File: src/hdl/uct_pkg.sv
// How it works
// - Double speed in asynchronous mode divides the baud tick by 8, not 16.
// - Double speed makes the receiver take 8 samples per bit, not 16.
// - Slave transfer clock passes a synchroniser then an edge detector.
// - Synchronous master drives the transfer clock; slave takes it as input.
// - Polarity zero: change on rising, sample on falling; set: the reverse.
// - Frame: low start, 5 to 9 data LSB first, optional parity, 1-2 high stops.
// - Parity bit sits after the last data bit, before the first stop.
// - After a frame, next frame follows at once or line idles high.
// - Size and parity settings are shared by receiver and transmitter; the stop setting is used by the transmitter only.
// - Receiver ignores a second stop; frame error only if first stop is low.
// - Parity is XOR of data bits, inverted for odd parity.
// - Transmit enable hands the serial output pin to the transmitter.
// - Synchronous master mode takes over the transfer clock pin, transmitter enabled or not.
// - A data write loads the transmit buffer and starts transmission.
// - Buffer moves to shifter when idle or right after the last stop bit.
// - Loaded shifter sends one frame at baud, double-speed or external rate.
// - Unused upper data bits are ignored for sizes below eight.
// - Baud down-counter reloads at zero or on low-byte write; it ticks only at zero.
// - Size code 7 means 9 bits; ninth bit set before the low byte write.
// - Transmit-empty is set while the buffer is empty, cleared by a write.
// - Transmit-complete sets when the frame is out and nothing waits.
package uct_pkg;

  // Widths and depths
  localparam int unsigned UCT_DIV_W = 12;
  localparam int unsigned UCT_FIFO_DEPTH = 32;

  // Sample counter wrap and mid points
  localparam logic [3:0] UCT_LAST_NORMAL = 4'hf;
  localparam logic [3:0] UCT_LAST_DOUBLE = 4'h7;
  localparam logic [3:0] UCT_MID_NORMAL = 4'h7;
  localparam logic [3:0] UCT_MID_DOUBLE = 4'h3;

  // Frame format encodings
  localparam logic [2:0] UCT_CSZ_NINE = 3'h7;
  localparam logic [3:0] UCT_BITS_BASE = 4'h5;
  localparam logic [3:0] UCT_BITS_EIGHT = 4'h8;
  localparam logic [3:0] UCT_BITS_MAX = 4'h9;

  // Transmitter and receiver states, one-hot
  typedef enum logic [4:0] {
    UCT_TX_IDLE = 5'h01, UCT_TX_START = 5'h02, UCT_TX_DATA = 5'h04,
    UCT_TX_PAR = 5'h08, UCT_TX_STOP = 5'h10
  } uct_tx_e;
  typedef enum logic [4:0] {
    UCT_RX_IDLE = 5'h01, UCT_RX_START = 5'h02, UCT_RX_DATA = 5'h04,
    UCT_RX_PAR = 5'h08, UCT_RX_STOP = 5'h10
  } uct_rx_e;

  // One buffered character
  typedef struct packed {
    logic ninth;
    logic [7:0] data;
  } uct_word_s;

  // Whole state of the core
  typedef struct packed {
    logic [UCT_DIV_W-1:0] baud_cnt;
    logic xck;
    logic [2:0] xsync;
    logic [1:0] rxsync;
    logic [3:0] tx_div;
    uct_tx_e tx_st;
    logic [8:0] tx_sh;
    logic tx_par;
    logic [3:0] tx_cnt;
    logic tx_stop2;
    logic txd;
    logic tx_done;
    uct_rx_e rx_st;
    logic [3:0] rx_scnt;
    logic [8:0] rx_sh;
    logic [3:0] rx_cnt;
    logic rx_par;
    logic [8:0] rx_data;
    logic rx_valid;
    logic rx_fe;
    logic rx_pe;
  } uct_core_s;

  // Reset values: line idles high, both machines idle
  localparam logic UCT_LINE_IDLE = 1'b1;
  localparam uct_core_s UCT_CORE_RST = '{tx_st: UCT_TX_IDLE, rx_st: UCT_RX_IDLE,
                                         txd: UCT_LINE_IDLE, default: '0};

endpackage : uct_pkg

File: src/hdl/uct_core.sv
`timescale 1ns/10ps

// Transmit buffer, flip-flop storage
module uct_fifo #(
  parameter int unsigned W = 9,
  parameter int unsigned DEPTH = 32
) (
  // Clock and reset
  input wire logic i_core_clk,
  input wire logic i_rst,
  // Fill side
  input wire logic i_in_valid,
  output logic o_in_ready,
  input wire logic [W-1:0] i_in_data,
  // Drain side
  output logic o_out_valid,
  input wire logic i_out_ready,
  output logic [W-1:0] o_out_data
);
  localparam int unsigned AW = $clog2(DEPTH);
  localparam logic [AW:0] FULL = (AW+1)'(DEPTH);
  localparam logic [AW-1:0] LASTP = AW'(DEPTH - 1);

  typedef struct packed {
    logic [DEPTH-1:0][W-1:0] mem;
    logic [AW-1:0] wp;
    logic [AW-1:0] rp;
    logic [AW:0] cnt;
  } uct_fifo_s;

  uct_fifo_s s_q, s_d;
  logic push, pop;

  assign o_in_ready = (s_q.cnt != FULL);
  assign o_out_valid = (s_q.cnt != '0);
  assign o_out_data = s_q.mem[s_q.rp];
  assign push = i_in_valid & o_in_ready;
  assign pop = o_out_valid & i_out_ready;

  // Pointer and count update
  always_comb begin
    s_d = s_q;
    if (push) begin
      s_d.mem[s_q.wp] = i_in_data;
      s_d.wp = (s_q.wp == LASTP) ? '0 : s_q.wp + 1'b1;
    end
    if (pop) begin
      s_d.rp = (s_q.rp == LASTP) ? '0 : s_q.rp + 1'b1;
    end
    if (push && !pop) begin
      s_d.cnt = s_q.cnt + 1'b1;
    end else if (pop && !push) begin
      s_d.cnt = s_q.cnt - 1'b1;
    end
  end

  always_ff @(posedge i_core_clk or posedge i_rst) begin
    if (i_rst) begin
      s_q <= '0;
    end else begin
      s_q <= s_d;
    end
  end

endmodule : uct_fifo

// Clock generation, transmitter and receiver
module uct_top import uct_pkg::*; #(
  parameter int unsigned FIFO_DEPTH = UCT_FIFO_DEPTH
) (
  // Clock and reset
  input wire logic i_core_clk,
  input wire logic i_rst,
  // Mode and format settings
  input wire logic i_double_speed,
  input wire logic i_sync_mode,
  input wire logic i_xck_master,
  input wire logic i_clock_polarity,
  input wire logic [2:0] i_char_size,
  input wire logic [1:0] i_parity_mode,
  input wire logic i_stop_bits,
  input wire logic i_tx_enable,
  input wire logic i_rx_enable,
  // Baud divisor
  input wire logic [UCT_DIV_W-1:0] i_baud_divisor,
  input wire logic i_baud_lo_wr,
  // Transmit data buffer
  input wire logic i_data_wr,
  input wire logic [7:0] i_data,
  input wire logic i_tx_ninth,
  output logic o_data_ready,
  output logic o_tx_empty,
  output logic o_tx_complete,
  input wire logic i_tx_complete_clr,
  // Received character
  output logic [8:0] o_rx_data,
  output logic o_rx_valid,
  output logic o_rx_frame_err,
  output logic o_rx_parity_err,
  // Serial pins
  output logic o_serial_out,
  output logic o_serial_out_oe,
  input wire logic i_serial_in,
  input wire logic i_xfer_clk_in,
  output logic o_xfer_clk_out,
  output logic o_xfer_clk_oe
);

  uct_core_s s_q, s_d;
  uct_word_s f_word;
  logic f_valid, f_pop;

  // Data bits per frame from the size code
  function automatic logic [3:0] char_bits(input logic [2:0] csz);
    if (csz == UCT_CSZ_NINE) begin
      return UCT_BITS_MAX;
    end else if (!csz[2]) begin
      return UCT_BITS_BASE + {2'h0, csz[1:0]};
    end
    return UCT_BITS_EIGHT;
  endfunction : char_bits

  // Keep only the low n bits of a character
  function automatic logic [8:0] keep_low(input logic [8:0] w, input logic [3:0] n);
    logic [9:0] m;
    m = (10'h001 << n) - 10'h001;
    return w & m[8:0];
  endfunction : keep_low

  // Writes enter the buffer; full buffer stalls the writer
  uct_fifo #(
    .W($bits(uct_word_s)),
    .DEPTH(FIFO_DEPTH)
  ) u_buf (
    .i_core_clk(i_core_clk),
    .i_rst(i_rst),
    .i_in_valid(i_data_wr),
    .o_in_ready(o_data_ready),
    .i_in_data({i_tx_ninth, i_data}),
    .o_out_valid(f_valid),
    .i_out_ready(f_pop),
    .o_out_data(f_word)
  );

  logic baud_tick, async_mode, dbl, slave, master;
  logic rise, fall, chg_edge, smp_edge, tx_tick, rx_evt;
  logic [3:0] last_smp, mid_smp, nbits;
  logic pen, podd;
  logic [8:0] ld_word;
  logic done_set;

  // Mode decode shared by both directions
  always_comb begin
    async_mode = ~i_sync_mode;
    dbl = i_double_speed & async_mode;
    master = i_sync_mode & i_xck_master;
    slave = i_sync_mode & ~i_xck_master;
    baud_tick = (s_q.baud_cnt == '0);
    last_smp = dbl ? UCT_LAST_DOUBLE : UCT_LAST_NORMAL;
    mid_smp = dbl ? UCT_MID_DOUBLE : UCT_MID_NORMAL;
    nbits = char_bits(i_char_size);
    pen = i_parity_mode[1];
    podd = i_parity_mode[0];
    // Slave edges come only from the synchronised copy, never the first flop
    rise = slave ? (s_q.xsync[1] & ~s_q.xsync[2]) : (master & baud_tick & ~s_q.xck);
    fall = slave ? (~s_q.xsync[1] & s_q.xsync[2]) : (master & baud_tick & s_q.xck);
    chg_edge = i_clock_polarity ? fall : rise;
    smp_edge = i_clock_polarity ? rise : fall;
    tx_tick = async_mode ? (baud_tick && s_q.tx_div == last_smp) : chg_edge;
    rx_evt = async_mode ? (baud_tick && s_q.rx_scnt == mid_smp && s_q.rx_st != UCT_RX_IDLE)
                        : smp_edge;
    ld_word = keep_low({f_word.ninth, f_word.data}, nbits);
    f_pop = f_valid && tx_tick &&
            (s_q.tx_st == UCT_TX_IDLE ||
             (s_q.tx_st == UCT_TX_STOP && !(i_stop_bits && !s_q.tx_stop2)));
  end

  // Next state of the whole core
  always_comb begin
    s_d = s_q;
    s_d.rx_valid = 1'b0;
    done_set = 1'b0;
    // Baud down-counter
    if (i_baud_lo_wr || baud_tick) begin
      s_d.baud_cnt = i_baud_divisor;
    end else begin
      s_d.baud_cnt = s_q.baud_cnt - 1'b1;
    end
    // Master clock toggles each tick, giving divide by two
    if (!master) begin
      s_d.xck = 1'b0;
    end else if (baud_tick) begin
      s_d.xck = ~s_q.xck;
    end
    s_d.xsync = {s_q.xsync[1:0], i_xfer_clk_in};
    s_d.rxsync = {s_q.rxsync[0], i_serial_in};
    if (baud_tick) begin
      s_d.tx_div = (s_q.tx_div == last_smp) ? '0 : s_q.tx_div + 1'b1;
    end

    // Transmitter
    if (tx_tick) begin
      case (s_q.tx_st)
        UCT_TX_IDLE, UCT_TX_STOP: begin
          if (s_q.tx_st == UCT_TX_STOP && i_stop_bits && !s_q.tx_stop2) begin
            s_d.tx_stop2 = 1'b1;
          end else if (f_valid) begin
            s_d.tx_sh = ld_word;
            s_d.tx_par = (^ld_word) ^ podd;
            s_d.txd = 1'b0;
            s_d.tx_st = UCT_TX_START;
          end else begin
            s_d.txd = UCT_LINE_IDLE;
            done_set = (s_q.tx_st == UCT_TX_STOP);
            s_d.tx_done = s_q.tx_done | done_set;
            s_d.tx_st = UCT_TX_IDLE;
          end
        end
        UCT_TX_START: begin
          s_d.txd = s_q.tx_sh[0];
          s_d.tx_sh = {1'b0, s_q.tx_sh[8:1]};
          s_d.tx_cnt = 4'h1;
          s_d.tx_st = UCT_TX_DATA;
        end
        UCT_TX_DATA: begin
          if (s_q.tx_cnt == nbits) begin
            s_d.txd = pen ? s_q.tx_par : 1'b1;
            s_d.tx_stop2 = 1'b0;
            s_d.tx_st = pen ? UCT_TX_PAR : UCT_TX_STOP;
          end else begin
            s_d.txd = s_q.tx_sh[0];
            s_d.tx_sh = {1'b0, s_q.tx_sh[8:1]};
            s_d.tx_cnt = s_q.tx_cnt + 1'b1;
          end
        end
        UCT_TX_PAR: begin
          s_d.txd = 1'b1;
          s_d.tx_stop2 = 1'b0;
          s_d.tx_st = UCT_TX_STOP;
        end
        default: begin
          s_d.txd = UCT_LINE_IDLE;
          s_d.tx_st = UCT_TX_IDLE;
        end
      endcase
    end
    // Clear by writing one; a completion in the same cycle wins
    if (i_tx_complete_clr && !done_set) begin
      s_d.tx_done = 1'b0;
    end

    // Receiver sample counter, async only
    if (async_mode && baud_tick) begin
      if (s_q.rx_st == UCT_RX_IDLE) begin
        s_d.rx_scnt = 4'h1;
        if (i_rx_enable && !s_q.rxsync[1]) begin
          s_d.rx_st = UCT_RX_START;
        end
      end else begin
        s_d.rx_scnt = (s_q.rx_scnt == last_smp) ? '0 : s_q.rx_scnt + 1'b1;
      end
    end
    // Sync start bit is seen on its sampling edge
    if (!async_mode && smp_edge && s_q.rx_st == UCT_RX_IDLE &&
        i_rx_enable && !s_q.rxsync[1]) begin
      s_d.rx_cnt = '0;
      s_d.rx_par = podd;
      s_d.rx_st = UCT_RX_DATA;
    end
    if (rx_evt) begin
      case (s_q.rx_st)
        UCT_RX_IDLE: begin
          // Sync start detection above owns this state; do not undo it
        end
        UCT_RX_START: begin
          // A start that is high at mid bit was noise
          s_d.rx_cnt = '0;
          s_d.rx_par = podd;
          s_d.rx_st = s_q.rxsync[1] ? UCT_RX_IDLE : UCT_RX_DATA;
        end
        UCT_RX_DATA: begin
          s_d.rx_sh = {s_q.rxsync[1], s_q.rx_sh[8:1]};
          s_d.rx_par = s_q.rx_par ^ s_q.rxsync[1];
          s_d.rx_cnt = s_q.rx_cnt + 1'b1;
          if (s_q.rx_cnt == nbits - 1'b1) begin
            s_d.rx_st = pen ? UCT_RX_PAR : UCT_RX_STOP;
          end
        end
        UCT_RX_PAR: begin
          s_d.rx_par = s_q.rx_par ^ s_q.rxsync[1];
          s_d.rx_st = UCT_RX_STOP;
        end
        UCT_RX_STOP: begin
          // Only the first stop bit is checked; a second one is never waited for
          s_d.rx_data = s_q.rx_sh >> (UCT_BITS_MAX - nbits);
          s_d.rx_fe = ~s_q.rxsync[1];
          s_d.rx_pe = pen & s_q.rx_par;
          s_d.rx_valid = 1'b1;
          s_d.rx_st = UCT_RX_IDLE;
        end
        default: begin
          s_d.rx_st = UCT_RX_IDLE;
        end
      endcase
    end
  end

  always_ff @(posedge i_core_clk or posedge i_rst) begin
    if (i_rst) begin
      s_q <= UCT_CORE_RST;
    end else begin
      s_q <= s_d;
    end
  end

  // Pin control: disable waits until shifter and buffer drain
  assign o_serial_out = s_q.txd;
  assign o_serial_out_oe = i_tx_enable | (s_q.tx_st != UCT_TX_IDLE) | f_valid;
  assign o_xfer_clk_out = s_q.xck;
  assign o_xfer_clk_oe = master;
  // Status and received data
  assign o_tx_empty = ~f_valid;
  assign o_tx_complete = s_q.tx_done;
  assign o_rx_data = s_q.rx_data;
  assign o_rx_valid = s_q.rx_valid;
  assign o_rx_frame_err = s_q.rx_fe;
  assign o_rx_parity_err = s_q.rx_pe;

endmodule : uct_top

File: config.mk
export PLATFORM = sky130hd
export DESIGN_NAME = uct_top
export DESIGN_NICKNAME = d
export VERILOG_FILES = /design/src/hdl/uct_pkg.sv /design/src/hdl/uct_core.sv
export SDC_FILE = /design/constraint.sdc
export NUM_CORES = 1
export LEC_CHECK = 0
export BUFFER_PORTS_ARGS = -buffer_cell sky130_fd_sc_hd__clkbuf_2
export CORE_ASPECT_RATIO = 0.9
export CORE_UTILIZATION = 45
export CTS_CLUSTER_SIZE = 8
export DETAILED_ROUTE_END_ITERATION = 10
export PLACE_DENSITY_LB_ADDON = 0.25
export REMOVE_ABC_BUFFERS = 1
export SLEW_MARGIN = 10
export SYNTH_ARGS = -nofsm -noshare
export SYNTH_HDL_FRONTEND = slang
export SYNTH_SLANG_ARGS = --single-unit
File: constraint.sdc
create_clock -name i_core_clk -period 28.4 [get_ports i_core_clk]
set_input_delay 1.42 -clock i_core_clk [delete_from_list [all_inputs] [get_ports i_core_clk]]
set_output_delay 1.42 -clock i_core_clk [all_outputs]
set_load 0.02 [all_outputs]
== After elaboration in Yosys (flattened, before gate mapping) ==
Index checks and enable logic that the tools add are counted.

* Shifts and indexed selects: 2
* Divide/modulo/power cells: 0
* Reductions and logical operators: 47
* Muxes and demuxes: 67
* Multiply operators: 0
* Equal/unequal tests: 29
* Bitwise operators: 25
* $lt $le $gt $ge: 3
* Add/subtract/negate cells: 13

{| class="wikitable"
|+ Operators by type and width
! kind !! number
|-
| $bwmux W288 || 1
|-
| $mux W5 || 10
|-
| $bmux W9 S5 || 1
|-
| $demux W9 S5 || 1
|-
| $pmux W5 S4 || 2
|-
| $mux W9 || 4
|-
| $mux W4 || 8
|-
| $pmux W9 S3 || 1
|-
| $mux W12 || 2
|-
| $mux W1 || 23
|-
| $eq A5 B5 Y1 const B || 4
|-
| $logic_and A1 B1 Y1 || 19
|-
| $mux W17 || 1
|-
| $add A4 B1 Y4 const B || 4
|-
| $eq A4 B4 Y1 || 4
|-
| $pmux W4 S2 || 2
|-
| $mux W15 || 1
|-
| $logic_not A12 Y1 || 1
|-
| $lt A5 B6 Y1 const B || 2
|-
| $mux W6 || 2
|-
| $reduce_and A4 Y1 || 3
|-
| $sub A12 B1 Y12 const B || 1
|-
| $and A1 B1 Y1 || 11
|-
| $add A5 B1 Y5 const B || 2
|-
| 38 further kinds || 76
|}

* Memories: 0
* Memory bits (writable): 0
* Input bits: 40
* Bits in read-only memories: 0
* Flip-flop bits (word level): 383
* Output and inout port bits: 19
* Latch bits: 0
* Word-level logic and storage cells: 242

== Depth between registers and ports, before layout ==
* Depth after elaboration: 13
* Gate-level depth with buffers: 17
* Gate-level depth less buffers: 16

== By module ==
From an unflattened synthesis, not the netlist that was laid out.

* Cells, all modules: 1504
* Area, all modules: 19183.4 µm²

{| class="wikitable"
|+ By module, submodules not included
! module !! seq. area each (µm²) !! area each (µm²) !! cells an instance !! times used
|-
| uct_fifo || 7607.3 || 14279.9 || 1010 || 1
|-
| uct_top || 1980.6 || 4903.5 || 494 || 1
|}

== Least setup slack after synthesis ==
Ideal clock, no wire load.

* Path type: input -> register
* Start point: input i_xck_master
* End point: register u_buf.s_q[5] (netlist bit)
* Setup slack: 24084 ps
* Stages: 16
* Data arrival time: 4191 ps
* Path buffers: 2
* Data required time: 28275 ps
* Setup time: 125 ps
* Path through: and2_1 clkbuf_1 a41oi_1 o2bb2ai_4 o211ai_1 buf_2 ha_1 inv_1 ha_1 a21o_1 a21oi_1 o21bai_1 a21oi_1 xnor2_1 nor2_1 xor2_1

* Word-level cells in the longest chain between the ends: 12
* Elaborated cells on any way between the ends: 18
* Those cells by class: mux (5); bitwise (7); reduce/logical (6)

{| class="wikitable"
|+ RTL lines
! element !! RTL line !! text
|-
| start: declaration || uct_core.sv:77 || <nowiki>input wire logic i_xck_master,</nowiki>
|-
| $and A1 B1 Y1 * || uct_core.sv:156 || <nowiki>master = i_sync_mode & i_xck_master;</nowiki>
|-
| via o_xfer_clk_oe || uct_core.sv:106 || <nowiki>output logic o_xfer_clk_oe</nowiki>
|-
| $and A1 B1 Y1 * || uct_core.sv:165, uct_core.sv:166 ||
|-
| $and A1 B1 Y1, on equally long branches || uct_core.sv:165, uct_core.sv:166 ||
|-
| $mux W1, on equally long branches || uct_core.sv:165, uct_core.sv:166 ||
|-
| $mux W1 * || uct_core.sv:167 || <nowiki>chg_edge = i_clock_polarity ? fall : rise;</nowiki>
|-
| $mux W1 * || uct_core.sv:169 || <nowiki>tx_tick = async_mode ? (baud_tick && s_q.tx_div == last_smp) : chg_edge;</nowiki>
|-
| $logic_and A1 B1 Y1 * (2 in a row) || uct_core.sv:173 || <nowiki>f_pop = f_valid && tx_tick &&</nowiki>
|-
| $and A1 B1 Y1 * || uct_core.sv:38 || <nowiki>assign pop = o_out_valid & i_out_ready;</nowiki>
|-
| $logic_not A1 Y1 || uct_core.sv:50 || <nowiki>if (push && !pop) begin</nowiki>
|-
| $logic_and A1 B1 Y1 || uct_core.sv:50 ||
|-
| $mux W6 or $reduce_bool A2 Y1 (tied branches) || -- ||
|-
| end signal: assignment || uct_core.sv:59 || <nowiki>s_q <= '0;</nowiki>
|-
| end signal: assignment || uct_core.sv:61 || <nowiki>s_q <= s_d;</nowiki>
|-
| end: declaration || uct_core.sv:31 || <nowiki>uct_fifo_s s_q, s_d;</nowiki>
|}

Mark *: on every way through the listed nets, which the timed path passes. The rest lies on a longest branch.
A chain may end at the register's enable or synchronous reset.

== Worst setup path in the final report ==
* Start point: register s_q[71] (netlist bit)
* End point: register u_buf.s_q[5] (netlist bit)

* Word-level cells in the longest chain between the ends: 12
* Elaborated cells on any way between the ends: 17
* Those cells by class: mux (5); bitwise (4); reduce/logical (8)

{| class="wikitable"
|+ RTL lines
! element !! RTL line !! text
|-
| start: declaration || uct_core.sv:109 || <nowiki>uct_core_s s_q, s_d;</nowiki>
|-
| start signal: assignment || uct_core.sv:310 || <nowiki>s_q <= UCT_CORE_RST;</nowiki>
|-
| start signal: assignment || uct_core.sv:312 || <nowiki>s_q <= s_d;</nowiki>
|-
| $logic_not A12 Y1 * || uct_core.sv:158 || <nowiki>baud_tick = (s_q.baud_cnt == '0);</nowiki>
|-
| $and A1 B1 Y1 || uct_core.sv:165, uct_core.sv:166 ||
|-
| $and A1 B1 Y1, on equally long branches || uct_core.sv:165, uct_core.sv:166 ||
|-
| $mux W1, on equally long branches || uct_core.sv:165, uct_core.sv:166 ||
|-
| $mux W1 || uct_core.sv:167 ||
|-
| $mux W1 * || uct_core.sv:169 ||
|-
| $logic_and A1 B1 Y1 * (2 in a row) || uct_core.sv:173 ||
|-
| $and A1 B1 Y1 * || uct_core.sv:38 ||
|-
| $logic_not A1 Y1 || uct_core.sv:50 ||
|-
| $logic_and A1 B1 Y1 || uct_core.sv:50 ||
|-
| $mux W6 or $reduce_bool A2 Y1 (tied branches) || -- ||
|}

Every way passes the cells marked *; elsewhere a longest branch is shown, timed or not.

==> implementation parameters <==
Parameter                              Value

Outcome
  Status    complete, no violations

Detailed routing
  Uppermost layer routed    met4
  Detailed-route wire length per cell    21.6 µm
  Metal2 WL    20,200 µm
  Number of nets with antenna violations after routing    0
  Number of vias per cell after detailed routing    5.80
  First-pass detailed-route iteration total    6
  1st-iter DRT viols    748
  Met3 wire len    2010 µm
  Residual DRC count    0
  Detailed Route WL    43,300 µm
  Met1 Wirelength    20,000 µm
  Vias after detailed routing    11,600

Clock network
  H-tree Lvls    2
  Number of hold-repair buffers added at the cts stage    0
  Cts bufs inserted    53
  Clock buffer depth    3
  Post-cts repair resize count    0
  Clock tree from TritonCTS    built
  Post-CTS setup repair buffer count    0
  Number of clock sinks    383
  Clock root cell    sky130_fd_sc_hd__clkbuf_16
  Insertion delay of the later-clocked pin in the worst-skew pair    580 ps
  Clock-pin transition on the worst setup and hold timing paths    50 ps

Place
  Cells after DPL    1,936
  HPWL after detailed placement    27,200 µm
  Gp weighted congestion    0.838
  Count of input and output buffers    58

Critical path
  Largest driver fanout on the critical path    12
  Type of origin of the critical path    flop
  Cell with the biggest individual delay on the critical path    sky130_fd_sc_hd__or4_4
  Arrival time of the worst setup path    4950 ps
  Delay of the slowest cell on the worst path    600 ps
  Slack of the worst reg-to-reg path    23,910 ps
  Number of buffers and inverters on the critical path    1
  Sequence of cells on the critical path    or4_4 -> or4_4 -> nor3b_4 -> o2bb2ai_4 -> o211ai_1 -> ha_1 -> inv_1 -> ha_1 -> a21o_1 -> a21oi_1 -> o21bai_1 -> a21oi_1 -> xnor2_1 -> nor2_1 -> xor2_1
  Critical path origin    s_q[71]
  Terminus of the critical flop-to-flop path    u_buf.s_q[5]
  Critical Path Sink Type    flop
  Required time of the critical path    28,850 ps
  Capture point of the worst path    u_buf.s_q[5]
  Type of the setup path with the least slack    flop to flop
  Launch point of the worst reg-to-reg path    s_q[71]
  WP depth    15
  Cell type group with the largest total delay on the critical path    simple AND/OR/NAND/NOR gates
  Number of cells on the worst reg-to-reg path    15

Cells and area
  Area of combinational cells with multiple inputs    8680 µm²
  Share of the core filled with cells    0.510
  Ratio of cells with drive above 1 in the final layout    0.371
  Register area    9590 µm²
  Synth-to-layout area growth    11.0%
  Post-Layout Cell Count    2,002
  Final-layout fill cell count    3,521
  Number of antenna repair diodes    0
  NumNets Final    1,516

Floorplanning
  Overall die height    196 µm
  DIE WIDTH    217 µm
  Area of the placeable core    40,900 µm²
  Die Outline Area    42,600 µm²
  Placement Rows    70
  Starting density of the core    0.459
  Io pins    59

Pwr
  Leakage    0.00924 µW
  Clk network pwr share    0.258
  Maximum VDD drop    0.0758 mV
  P_sw    684 µW
  Sequential Power Share    0.410
  Internal cell power    1480 µW
  Power density over cell area    104 nW/µm²
  Combinational fraction of design power    0.332
  Post-route total power    2160 µW
  Net Sw Frac    0.317

Timing
  Maximum clock frequency    223 MHz
  Sum of negative setup slack    0 ps
  Setup repair after global routing missed its margin    false
  Final setup violation count    0
  Worst max-slew margin expressed relative to the limit    0.282
  Fin crit period    4490 ps
  Hold Fails Final Rpt    0
  Clock Skew    23.0 ps
  Final slew viol count    0
  Post-route fraction of the period consumed by the critical path    0.158
  Transition at the pin with the smallest max-transition slack    1070 ps

Synth
  Top cell type by total area after synthesis    sky130_fd_sc_hd__dfrtp_1
  Share of async-settable or async-resettable flops after synthesis    1.00
  Distinct cells, synth    76
  Post-synth EDFFs    0
  Ys Warns    0
  Share of the synthesized area in the top cell type    0.506
  Number of synthesized register bits    383
  Synth Area per Inst    13.3 µm²
  Top area cells in the synthesized netlist    sky130_fd_sc_hd__dfrtp_1 (51%), sky130_fd_sc_hd__mux2_2 (18%), sky130_fd_sc_hd__mux4_2 (9.3%), sky130_fd_sc_hd__nor2_1 (1.9%), sky130_fd_sc_hd__ha_1 (1.6%)
  Commonest cells post-synth    sky130_fd_sc_hd__dfrtp_1 (380), sky130_fd_sc_hd__mux2_2 (305), sky130_fd_sc_hd__nor2_1 (95)
  Syn Inst Count    1,415
  Cell Area, Synth    18,800 µm²
  Sequential-to-total area share from yosys stat    0.510
  Count leader, synth    sky130_fd_sc_hd__dfrtp_1
  Main flop type after synthesis    sky130_fd_sc_hd__dfrtp_1

GRT
  GRT Resource Usage Total    0.211
  Number of global-route vias before repair    12,100
  Number of antenna violations at the first check in global routing    0
  First-pass GRT wire length    69,600 µm
  Largest net degree at the start of global routing    123
  GRT Residual Overflow    0

Flow run
  # Max-Cap Violations    0

Worst hold path
  Worst min path class    flop to flop
## area by class of cell
type,count,share of cell area
inverters,28,0.00540
clock inverters,2,0.00222
multi-input cells,916,0.416
well taps,540,0.0324
flip-flops and latches,383,0.460
repair buffers,69,0.0179
clock buffers,64,0.0656
## layout by cell type, fill, tap and decap left out, drive strengths merged, types with 26 or more instances in the layout
master / Yosys / routed
nor2: 95 / 95
a21oi: 48 / 48
mux4: 78 / 78
clkbuf: 59 / 122
mux2i: 29 / 29
dfrtp: 380 / 380
nand2: 67 / 67
mux2: 309 / 309
o21ai: 45 / 45
xnor2: 26 / 26
inv: 28 / 28
## metrics by stage
stage               hold slack (ps)  worst slack (ps)  cell area [µm²]
finish                          345             23910            20900
global route                    356             23620            20900
CTS                             348             23890            20900
detailed placement              336             23460            19400
global placement                337             23500            19400
floorplan                       331             16340            18400
## routing by layer
| metal | up-vias | track usage |
|---|---|---|
| li1 | 5211 | - |
| met2 | 222 | 0.333 |
| met1 | 6094 | 0.295 |
| met3 | 80 | 0.0386 |
| met4 | 0 | 0.0660 |
| met5 | - | 0 |
## sequential cells by signal (all words and copies together) (netlist names)
signal           count
o_rx_data            9
o_rx_frame_err       1
o_rx_parity_err      1
o_rx_valid           1
o_serial_out         1
o_tx_complete        1
o_xfer_clk_out       1
s_d                  3
s_q                 61
u_buf.s_q          304
## power by group through the flow
stage	registers, µW	logic [µW]	clock network, µW
2_1_floorplan	873	535	0
3_3_place_gp	883	701	0
3_5_place_dp	892	719	0
4_1_cts	886	721	572
5_1_grt	914	775	595
6_report	886	717	557
## cell families (layout without fill, tap and decap cells)
group | Yosys count | count (layout) | share of synthesized area
compound gates | 158 | 158 | 0.0532
xor+xnor | 42 | 42 | 0.0218
fa+ha+maj | 25 | 25 | 0.0170
buf+inv | 117 | 163 | 0.0282
flops | 383 | 383 | 0.510
mux | 416 | 416 | 0.295
other cells | 1 | 2 | 0.000200
simple gates | 273 | 273 | 0.0745
## worst min-delay path by stage
stage / start / endpoint / slack [ps] / cells after the start
after floorplan: s_d[64] / s_d[65] / 330 / 0
after global placement: s_d[62] / s_q[62] / 340 / 0
after detailed placement: s_d[62] / s_q[62] / 340 / 0
after CTS: s_d[64] / s_d[65] / 350 / 0
after global routing: s_d[64] / s_d[65] / 360 / 0
final: s_d[64] / s_d[65] / 350 / 0
Power figures use the tool's default switching activity.
